**config.mk**
```make
export PLATFORM = sky130hd
export DESIGN_NAME = hpgrb_bank
export DESIGN_NICKNAME = d
export VERILOG_FILES = /design/src/logic/hpgrb_pkg.sv /design/src/logic/hpgrb_bank.sv /design/src/logic/hpgrb_sync.sv
export VERILOG_INCLUDE_DIRS = /design/src /design/src/logic
export SDC_FILE = /design/constraint.sdc
export NUM_CORES = 1
export LEC_CHECK = 0
export BUFFER_PORTS_ARGS = -buffer_cell sky130_fd_sc_hd__buf_4
export CAP_MARGIN = 20
export CORE_ASPECT_RATIO = 1.4
export CORE_MARGIN = 2
export CORE_UTILIZATION = 50
export CTS_BUF_LIST = sky130_fd_sc_hd__clkbuf_2 sky130_fd_sc_hd__clkbuf_4 sky130_fd_sc_hd__clkbuf_8
export DETAILED_ROUTE_END_ITERATION = 8
export PLACE_DENSITY = 0.71
export RECOVER_POWER = 50
export SLEW_MARGIN = 20
export SYNTH_ARGS = -nofsm -noshare
export SYNTH_HDL_FRONTEND = slang
export SYNTH_SLANG_ARGS = --single-unit
```
**constraint.sdc**
```tcl
create_clock -name CLK_IN -period 2.5 [get_ports CLK_IN]
set_input_delay 0.5 -clock CLK_IN [delete_from_list [all_inputs] [get_ports CLK_IN]]
set_output_delay 0.5 -clock CLK_IN [all_outputs]
set_load 0.05 [all_outputs]
```
**src/logic/hpgrb_defines.svh**
```systemverilog
// Constants of the headphone gain register bank: bus address, offsets, fields.
// Assumes inclusion by bare name from every file that decodes the bank.
`ifndef HPGRB_DEFINES_SVH
`define HPGRB_DEFINES_SVH

`define HPGRB_DEV_ADDR   7'h60
`define HPGRB_OFS_GAIN   8'h02
`define HPGRB_OFS_FLOAT  8'h03
`define HPGRB_OFS_REV    8'h04
`define HPGRB_BIT_LSIL   7
`define HPGRB_BIT_RSIL   6
`define HPGRB_GAIN_MSB   5
`define HPGRB_GAIN_LSB   0
`define HPGRB_BIT_LFLT   1
`define HPGRB_BIT_RFLT   0
`define HPGRB_GAIN_RST   8'hc0
`define HPGRB_FLT_RST    2'h0
`define HPGRB_BYTE_BITS  4'h8
`define HPGRB_REV_CODE   4'h5

`endif

```
**src/logic/hpgrb_pkg.sv**
```systemverilog
// Types shared by the headphone gain register bank and its pin synchroniser.
// Assumes nothing beyond a SystemVerilog compiler.
`default_nettype none

package hpgrb_pkg;

  // Serial slave phases.
  typedef enum logic [2:0] {
    HPGRB_IDLE,
    HPGRB_ADDR,
    HPGRB_ADDR_ACK,
    HPGRB_PTR,
    HPGRB_WR_ACK,
    HPGRB_WR,
    HPGRB_RD,
    HPGRB_RD_ACK
  } hpgrb_fsm_t;

  // Whole state of the bank module.
  typedef struct packed {
    hpgrb_fsm_t  st;
    logic [3:0]  bitcnt;
    logic [7:0]  shreg;
    logic [7:0]  ptr;
    logic        rnw;
    logic        mack;
    logic        sda_low;
    logic        scl_prev;
    logic        sda_prev;
    logic [7:0]  gain;
    logic [1:0]  flt;
  } hpgrb_bank_st_t;

  // Whole state of one pin synchroniser.
  typedef struct packed {
    logic s1;
    logic s2;
    logic s3;
    logic lvl;
  } hpgrb_sync_st_t;

endpackage

`default_nettype wire

```
**src/logic/hpgrb_bank.sv**
```systemverilog
// Serial slave and control registers of a stereo headphone amplifier.
// Assumes a standard-mode bus master and a 10 MHz clock well above the bus rate.
`timescale 1ns/1ns
`default_nettype none
`include "hpgrb_defines.svh"

module hpgrb_bank #(
  parameter logic [6:0] DEV_ADDR = `HPGRB_DEV_ADDR,
  parameter logic [3:0] REVISION = `HPGRB_REV_CODE  // Value is arbitrary.
) (
  input  wire logic       CLK_IN,
  input  wire logic       SRST_IN,
  input  wire logic       SCL_IN,
  input  wire logic       SDA_IN,
  output var  logic       SDA_OUT,
  output var  logic       SDA_OE_OUT,
  output var  logic       LEFT_SILENCE_OUT,
  output var  logic       RIGHT_SILENCE_OUT,
  output var  logic [5:0] GAIN_CODE_OUT,
  output var  logic       LEFT_OUTPUT_FLOAT_OUT,
  output var  logic       RIGHT_OUTPUT_FLOAT_OUT
);

  // Reserved bus addresses cannot be served by this slave.
  if (DEV_ADDR[6:3] == 4'h0 || DEV_ADDR[6:3] == 4'hf) begin : g_bad_addr
    $error("Device address lies in a reserved bus address group.");
  end

  localparam hpgrb_pkg::hpgrb_bank_st_t BANK_RST = '{
    st:       hpgrb_pkg::HPGRB_IDLE,
    bitcnt:   4'h0,
    shreg:    8'h00,
    ptr:      8'h00,
    rnw:      1'b0,
    mack:     1'b0,
    sda_low:  1'b0,
    scl_prev: 1'b1,
    sda_prev: 1'b1,
    gain:     `HPGRB_GAIN_RST,
    flt:      `HPGRB_FLT_RST
  };

  hpgrb_pkg::hpgrb_bank_st_t q;
  hpgrb_pkg::hpgrb_bank_st_t d;

  logic       scl;
  logic       sda;
  logic       scl_rise;
  logic       scl_fall;
  logic       start_evt;
  logic       stop_evt;
  logic       wr_en;
  logic       rd_load;
  logic       adr_hit;
  logic       adr_miss;
  logic [7:0] rd_byte;

  // Returns the byte read back at an offset; unknown and test offsets read zero.
  function automatic logic [7:0] read_mux(input logic [7:0] ofs,
                                          input logic [7:0] gain,
                                          input logic [1:0] flt);
    logic [7:0] r;
    r = 8'h00;
    if (ofs == `HPGRB_OFS_GAIN) begin
      r = gain;
    end else if (ofs == `HPGRB_OFS_FLOAT) begin
      r = {6'h00, flt};
    end else if (ofs == `HPGRB_OFS_REV) begin
      r = {4'h0, REVISION};
    end
    return r;
  endfunction

  // Both bus lines pass the three-stage filter before any decoding.
  hpgrb_sync #(.RST_LEVEL(1'b1)) u_scl_sync (
    .clk_in    (CLK_IN),
    .srst_in   (SRST_IN),
    .async_in  (SCL_IN),
    .level_out (scl)
  );

  hpgrb_sync #(.RST_LEVEL(1'b1)) u_sda_sync (
    .clk_in    (CLK_IN),
    .srst_in   (SRST_IN),
    .async_in  (SDA_IN),
    .level_out (sda)
  );

  // Bus events seen on the filtered lines.
  assign scl_rise  = scl & ~q.scl_prev;
  assign scl_fall  = ~scl & q.scl_prev;
  assign start_evt = scl & q.scl_prev & q.sda_prev & ~sda;
  assign stop_evt  = scl & q.scl_prev & ~q.sda_prev & sda;
  assign rd_byte   = read_mux(q.ptr, q.gain, q.flt);

  // Slave sequencing, byte shifting and register updates.
  always_comb begin
    d          = q;
    wr_en      = 1'b0;
    rd_load    = 1'b0;
    adr_hit    = 1'b0;
    adr_miss   = 1'b0;
    d.scl_prev = scl;
    d.sda_prev = sda;
    if (start_evt) begin
      // A start or repeated start always restarts the address phase.
      d.st      = hpgrb_pkg::HPGRB_ADDR;
      d.bitcnt  = 4'h0;
      d.sda_low = 1'b0;
    end else if (stop_evt) begin
      d.st      = hpgrb_pkg::HPGRB_IDLE;
      d.sda_low = 1'b0;
    end else begin
      case (q.st)
        hpgrb_pkg::HPGRB_ADDR, hpgrb_pkg::HPGRB_PTR, hpgrb_pkg::HPGRB_WR: begin
          if (scl_rise && q.bitcnt != `HPGRB_BYTE_BITS) begin
            d.shreg  = {q.shreg[6:0], sda};
            d.bitcnt = 4'(q.bitcnt + 4'h1);
          end else if (scl_fall && q.bitcnt == `HPGRB_BYTE_BITS) begin
            d.bitcnt = 4'h0;
            if (q.st == hpgrb_pkg::HPGRB_ADDR) begin
              if (q.shreg[7:1] == DEV_ADDR) begin
                adr_hit   = 1'b1;
                d.sda_low = 1'b1;
                d.rnw     = q.shreg[0];
                d.st      = hpgrb_pkg::HPGRB_ADDR_ACK;
              end else begin
                adr_miss  = 1'b1;
                d.st      = hpgrb_pkg::HPGRB_IDLE;
              end
            end else begin
              d.sda_low = 1'b1;
              d.st      = hpgrb_pkg::HPGRB_WR_ACK;
              if (q.st == hpgrb_pkg::HPGRB_PTR) begin
                d.ptr = q.shreg;
              end else begin
                wr_en = 1'b1;
                d.ptr = 8'(q.ptr + 8'h01);
              end
            end
          end
        end
        hpgrb_pkg::HPGRB_ADDR_ACK: begin
          if (scl_fall) begin
            if (q.rnw) begin
              rd_load = 1'b1;
            end else begin
              d.sda_low = 1'b0;
              d.st      = hpgrb_pkg::HPGRB_PTR;
            end
          end
        end
        hpgrb_pkg::HPGRB_WR_ACK: begin
          if (scl_fall) begin
            d.sda_low = 1'b0;
            d.st      = hpgrb_pkg::HPGRB_WR;
          end
        end
        hpgrb_pkg::HPGRB_RD: begin
          if (scl_fall) begin
            if (q.bitcnt == `HPGRB_BYTE_BITS) begin
              d.sda_low = 1'b0;
              d.st      = hpgrb_pkg::HPGRB_RD_ACK;
            end else begin
              d.sda_low = ~q.shreg[7];
              d.shreg   = {q.shreg[6:0], 1'b0};
              d.bitcnt  = 4'(q.bitcnt + 4'h1);
            end
          end
        end
        hpgrb_pkg::HPGRB_RD_ACK: begin
          if (scl_rise) begin
            d.mack = ~sda;
          end else if (scl_fall) begin
            if (q.mack) begin
              rd_load = 1'b1;
            end else begin
              d.st = hpgrb_pkg::HPGRB_IDLE;
            end
          end
        end
        default: begin
          d.sda_low = 1'b0;
        end
      endcase
    end
    // Load the next byte to send and drive its first bit at once.
    if (rd_load) begin
      d.sda_low = ~rd_byte[7];
      d.shreg   = {rd_byte[6:0], 1'b0};
      d.bitcnt  = 4'h1;
      d.ptr     = 8'(q.ptr + 8'h01);
      d.st      = hpgrb_pkg::HPGRB_RD;
    end
    // Store a received byte; revision, test and unknown offsets drop it.
    if (wr_en) begin
      if (q.ptr == `HPGRB_OFS_GAIN) begin
        d.gain = q.shreg;
      end else if (q.ptr == `HPGRB_OFS_FLOAT) begin
        d.flt = q.shreg[`HPGRB_BIT_LFLT:`HPGRB_BIT_RFLT];
      end
      // Writes to the revision and test offsets are ignored.
    end
  end

  // All state updates here; reset restores mute on and gain at its lowest.
  always_ff @(posedge CLK_IN) begin
    if (SRST_IN) begin
      q <= BANK_RST;
    end else begin
      q <= d;
    end
  end

  // Open-drain data line and the amplifier controls.
  assign SDA_OUT                = 1'b0;
  assign SDA_OE_OUT             = q.sda_low;
  assign LEFT_SILENCE_OUT       = q.gain[`HPGRB_BIT_LSIL];
  assign RIGHT_SILENCE_OUT      = q.gain[`HPGRB_BIT_RSIL];
  assign GAIN_CODE_OUT          = q.gain[`HPGRB_GAIN_MSB:`HPGRB_GAIN_LSB];
  assign LEFT_OUTPUT_FLOAT_OUT  = q.flt[`HPGRB_BIT_LFLT];
  assign RIGHT_OUTPUT_FLOAT_OUT = q.flt[`HPGRB_BIT_RFLT];

  // Reset leaves both channels silenced, gain lowest and outputs driven.
  chk_reset_values: assert property (
    @(posedge CLK_IN) disable iff (1'b0)
    SRST_IN |=> (LEFT_SILENCE_OUT && RIGHT_SILENCE_OUT && GAIN_CODE_OUT == 6'h00
                 && !LEFT_OUTPUT_FLOAT_OUT && !RIGHT_OUTPUT_FLOAT_OUT && !SDA_OE_OUT))
    else $error("Reset values of the controls are wrong.");

  // A gain write lands on all three gain outputs one cycle later.
  chk_gain_write: assert property (
    @(posedge CLK_IN) disable iff (SRST_IN)
    (wr_en && q.ptr == `HPGRB_OFS_GAIN) |=>
      (LEFT_SILENCE_OUT == $past(q.shreg[`HPGRB_BIT_LSIL])
       && RIGHT_SILENCE_OUT == $past(q.shreg[`HPGRB_BIT_RSIL])
       && GAIN_CODE_OUT == $past(q.shreg[`HPGRB_GAIN_MSB:`HPGRB_GAIN_LSB])))
    else $error("Gain register write did not reach the outputs.");

  // Silence outputs only move on a completed byte write.
  chk_silence_hold: assert property (
    @(posedge CLK_IN) disable iff (SRST_IN)
    !$stable(LEFT_SILENCE_OUT) || !$stable(RIGHT_SILENCE_OUT) |-> $past(wr_en))
    else $error("Silence output changed without a write.");

  // A float write sets both float outputs from the low two bits.
  chk_float_write: assert property (
    @(posedge CLK_IN) disable iff (SRST_IN)
    (wr_en && q.ptr == `HPGRB_OFS_FLOAT) |=>
      (LEFT_OUTPUT_FLOAT_OUT == $past(q.shreg[`HPGRB_BIT_LFLT])
       && RIGHT_OUTPUT_FLOAT_OUT == $past(q.shreg[`HPGRB_BIT_RFLT])))
    else $error("Float register write did not reach the outputs.");

  // Reading the float register sends a zero top bit, pulling the line.
  chk_float_read: assert property (
    @(posedge CLK_IN) disable iff (SRST_IN)
    (rd_load && q.ptr == `HPGRB_OFS_FLOAT) |=> (SDA_OE_OUT && q.shreg[7:3] == 5'h00))
    else $error("Float register upper bits did not read as zero.");

  // Reading the revision register sends zeros above a fixed code.
  chk_rev_read: assert property (
    @(posedge CLK_IN) disable iff (SRST_IN)
    (rd_load && q.ptr == `HPGRB_OFS_REV) |=> (SDA_OE_OUT && q.shreg == {3'h0, REVISION, 1'b0}))
    else $error("Revision register read returned a wrong byte.");

  // A write at the revision offset leaves every control untouched.
  chk_rev_nowrite: assert property (
    @(posedge CLK_IN) disable iff (SRST_IN)
    (wr_en && q.ptr == `HPGRB_OFS_REV) |=> ($stable(q.gain) && $stable(q.flt)))
    else $error("Revision register write changed a control.");

  // A foreign address releases the line and returns to idle.
  chk_addr_ignore: assert property (
    @(posedge CLK_IN) disable iff (SRST_IN)
    adr_miss |=> (!SDA_OE_OUT && q.st == hpgrb_pkg::HPGRB_IDLE))
    else $error("Foreign bus address was acknowledged.");

  // Our own address is acknowledged on the next cycle.
  chk_addr_ack: assert property (
    @(posedge CLK_IN) disable iff (SRST_IN)
    adr_hit |=> (SDA_OE_OUT && q.st == hpgrb_pkg::HPGRB_ADDR_ACK))
    else $error("Own bus address was not acknowledged.");

  // Each stored byte advances the offset by one.
  chk_write_step: assert property (
    @(posedge CLK_IN) disable iff (SRST_IN)
    wr_en |=> (q.ptr == 8'($past(q.ptr) + 8'h01) && SDA_OE_OUT))
    else $error("Write offset did not advance by one.");

  // Each loaded read byte advances the offset and enters the send phase.
  chk_read_step: assert property (
    @(posedge CLK_IN) disable iff (SRST_IN)
    rd_load |=> (q.ptr == 8'($past(q.ptr) + 8'h01) && q.st == hpgrb_pkg::HPGRB_RD))
    else $error("Read offset did not advance by one.");

  // A stop always frees the line at once.
  chk_stop_idle: assert property (
    @(posedge CLK_IN) disable iff (SRST_IN)
    stop_evt |=> (!SDA_OE_OUT && q.st == hpgrb_pkg::HPGRB_IDLE))
    else $error("Stop did not return the slave to idle.");

  // A master not-acknowledge ends the read without another byte.
  chk_nack_end: assert property (
    @(posedge CLK_IN) disable iff (SRST_IN)
    (q.st == hpgrb_pkg::HPGRB_RD_ACK && scl_fall && !q.mack && !start_evt)
      |=> (q.st == hpgrb_pkg::HPGRB_IDLE && !SDA_OE_OUT))
    else $error("Read continued after a not-acknowledge.");

endmodule

`default_nettype wire

```
**src/logic/hpgrb_sync.sv**
```systemverilog
// Three-stage synchroniser with agreement filter for one bus pin.
// Assumes a pin asynchronous to clk_in and a synchronous active-high reset.
`timescale 1ns/1ns
`default_nettype none

module hpgrb_sync #(
  parameter logic RST_LEVEL = 1'b1
) (
  input  wire logic clk_in,
  input  wire logic srst_in,
  input  wire logic async_in,
  output var  logic level_out
);

  hpgrb_pkg::hpgrb_sync_st_t q;
  hpgrb_pkg::hpgrb_sync_st_t d;

  // Shift the pin in; the level only moves once stages two and three agree.
  always_comb begin
    d     = q;
    d.s1  = async_in;
    d.s2  = q.s1;
    d.s3  = q.s2;
    d.lvl = (q.s2 == q.s3) ? q.s3 : q.lvl;
  end

  // Register the state; an idle bus line is high.
  always_ff @(posedge clk_in) begin
    if (srst_in) begin
      q <= '{s1: RST_LEVEL, s2: RST_LEVEL, s3: RST_LEVEL, lvl: RST_LEVEL};
    end else begin
      q <= d;
    end
  end

  assign level_out = q.lvl;

endmodule

`default_nettype wire

```
==> results.toml <==
[floorplanning]
io-pin-count = 16
dieWidth_um = 66.1
dieHeight_um = 91.0
initial_utilization_pct = 51.9
die-area_mm2 = 0.00601
core_box_area_mm2 = 0.00520
fp-row-count = 31

[sta]
fmax_ghz = 0.438
final_number_of_setup_violating_endpoints = 0
layout_worst_path_cycle_share_pct = 91.4
relSlewSlack_pct = 42.1
hold_viol_final = 0
timing.final.crit_period_ns = 2.28
drv_slew = 0
clock_skew_ns = 0.00452
unrepaired_setup_endpoints_after_global_routing = "no"
worst_slew_pin_slew_ns = 0.868
finalSetupTns_ns = 0

[placed_design]
gp_congestion = 0.983
detailed_place_hpwl_um = 4550
port-buffer-count = 14

[clock_network]
clock-sinks = 46
clock_tree.htree_level_count = 2
insertion_delay_ns = 0.30
cts_resizes = 0
cts-buffers-inserted = 5
cts_tree = "yes"
postCtsSetupBuffers = 0
clock_input_transition_at_the_sequential_cells_of_the_worst_setup_and_hold_paths_ns = 0.09
max-clock-path-buffers = 2
cts_hold_buf = 0
cts-root-buf = "clkbuf_8"

[setup_path]
cp.arrival_ns = 2.51
worstSetupEndpointType = "register"
worstSetupStartpointType = "register"
crit_slowest_cell = "dfxtp_1"
cell_type_group_with_the_largest_total_delay_on_the_critical_path = "simple AND/OR/NAND/NOR gates"
data_required_time_at_the_worst_endpoint_ns = 2.73
cp_cell_sequence = "inv_1 > nor4_4 > nor2_2 > or4_1 > a31oi_1"
critical_path.max_fanout = 19
crit_buf_inv = 1
timing.critical_path.slowest_cell_delay_ns = 0.67
critical_path_class = "reg2reg"

[power]
design_power_total_mw = 1.80
ir_worst_vdd_mv = 0.320
logic_pwr_share_pct = 25.9
power.static_leakage_nw = 0.924
power_density_mw_per_mm2 = 645
sequential_group_share_of_total_power_pct = 46.8
power_dissipated_by_switching_net_loads_uw = 598
p_clk_share_pct = 27.2
cellInternalPower_mw = 1.20
power_switching_share_pct = 33.3

[yosys]
syn-cell-area_mm2 = 0.00270
synth.ff_latch_count = 46
synth_fp_nets = 315
mean_syn_cell_area_um2 = 8.82
netlist-cell-type-count = 70
netlist_instances = 306
async_flop_share_pct = 0
yosysWarningCount = 0
synth.yosys.seq_area_share_pct = 34.1
post_synth_edffs = 0
yosys_most_used_dff = "dfxtp_1"

[cells_and_area]
final_common_cell = "dfxtp_1"
antenna_cells_inserted = 0
layout.cells.most_common_list = "dfxtp_1 (46), nor2_1 (31), a21oi_1 (15)"
area_growth_syn_to_layout_pct = 3.34
layout-drive-gt1-share_pct = 13.6
design.final.nets = 317

[detailed_routing]
vias = 2293
first_pass_iters = 4
vias_per_cell = 6.11
drtIter0Drc = 99
detail-route-antenna-nets = 0
remaining_drc_errors = 0
routedWlPerCell_um = 16.5
postRouteWirelength_um = 6210

[grt]
gr-usage-met2_pct = 37.5
use_met1_pct = 26.5
first_pass_grt_wire_length_um = 10500
grt_antenna_before_repair = 0
use_met3_pct = 3.47
grt_pass1_vias = 2216
top_usage_layer = "met2"
global_route.overflow_total = 0
track_usage_pct = 22.5
grt_max_degree = 46

[run]
cap_violations = 0

[run_status]
outcome = "finished clean"

[hold_path]
hp-class = "in2reg"
==> power by group through the flow <==
stage / clock (mW) / sequential, mW / combinational (mW)
5_1_grt: 0.534 / 0.853 / 0.516
4_1_cts: 0.502 / 0.839 / 0.466
2_1_floorplan: 0 / 0.802 / 0.433
6_report: 0.490 / 0.843 / 0.467
3_3_place_gp: 0 / 0.852 / 0.461
3_5_place_dp: 0 / 0.856 / 0.465
==> synthesized netlist by cell type, types with 3 or more instances <==
| library cell | n | area share [%] |
|---|---|---|
| a211o_1 | 3 | 0.97 |
| a211oi_1 | 7 | 1.9 |
| a21boi_0 | 3 | 0.83 |
| a21oi_1 | 15 | 2.8 |
| a22oi_1 | 5 | 1.4 |
| a311oi_1 | 4 | 1.3 |
| a31oi_1 | 3 | 0.70 |
| a32o_1 | 5 | 1.9 |
| buf_2 | 8 | 1.5 |
| buf_4 | 8 | 2.2 |
| clkbuf_1 | 4 | 0.56 |
| clkbuf_8 | 5 | 2.5 |
| dfxtp_1 | 46 | 34 |
| ha_1 | 5 | 2.3 |
| inv_1 | 12 | 1.7 |
| mux2i_1 | 12 | 4.4 |
| nand2_1 | 14 | 1.9 |
| nand2b_1 | 5 | 1.2 |
| nand3_1 | 9 | 1.7 |
| nand3b_1 | 5 | 1.4 |
| nor2_1 | 31 | 4.3 |
| nor2b_1 | 5 | 1.2 |
| nor3_1 | 9 | 1.7 |
| o21ai_0 | 11 | 2.0 |
| o21bai_1 | 3 | 0.83 |
| or2_2 | 9 | 2.1 |
| or3_1 | 3 | 0.70 |
==> final timing paths <==
kind / startpoint / end / slack [ns] / cells after the start
worst max-delay path: q[35] / q[22] / 0.22 / 5
worst min-delay path: SCL_IN / u_scl_sync.d[2] / 0.38 / 2
worst max register to register: q[35] / q[22] / 0.22 / 5
worst min register to register: u_scl_sync.d[2] / u_scl_sync.d[1] / 0.42 / 1
==> final cells by class <==
cell class	count	area, um^2
multi-input combinational	222	1530
clock inverter	2	16.3
tap	66	82.6
fill	517	2410
sequential	46	921
inverter	12	45.0
clock buffer	6	82.6
timing repair buffer	21	113
==> sequential cells by signal, summed over array words and instances, names as in the netlist <==
signal and cells:
q 27, GAIN_CODE_OUT 6, u_scl_sync.d 2, u_sda_sync.d 2, LEFT_OUTPUT_FLOAT_OUT 1, LEFT_SILENCE_OUT 1, RIGHT_OUTPUT_FLOAT_OUT 1, RIGHT_SILENCE_OUT 1
SDA_OE_OUT 1, u_scl_sync.level_out 1, u_scl_sync.q 1, u_sda_sync.level_out 1, u_sda_sync.q 1
==> metrics by stage <==
| step | std cells | hold WS (ns) | worst slack, ns | area (um^2) | util, % |
|---|---|---|---|---|---|
| final | 375 | 0.381 | 0.216 | 2790 | 53.7 |
| after global routing | 375 | 0.379 | 0.0228 | 2790 | 53.7 |
| after CTS | 375 | 0.377 | 0.264 | 2840 | 54.5 |
| after detailed placement | 367 | 0.396 | 0.301 | 2740 | 52.6 |
| after global placement | 367 | 0.393 | 0.355 | 2740 | 52.6 |
| after floorplan | 306 | 0.389 | 0.648 | 2700 | - |
==> cell families (layout without fill, tap and decap cells) <==
group | Yosys count | count (layout) | synth area share (%)
xor gates and xnor gates | 2 | 2 | 0.649
buffers and inverters | 38 | 41 | 9.22
DFF | 46 | 46 | 34.1
and+or+nand+nor | 114 | 114 | 24.7
AOI/OAI and AO/OA | 88 | 88 | 24.5
muxes | 12 | 12 | 4.45
adders and majority gates | 5 | 5 | 2.32
other | 1 | 1 | 0.139
==> layer usage <==
layer,wire length (um),part of all wire (%)
met1,2480,40
met2,3200,52
met3,253,4.1
met4,279,4.5
met5,0,0
Power figures use the tool's default switching activity.
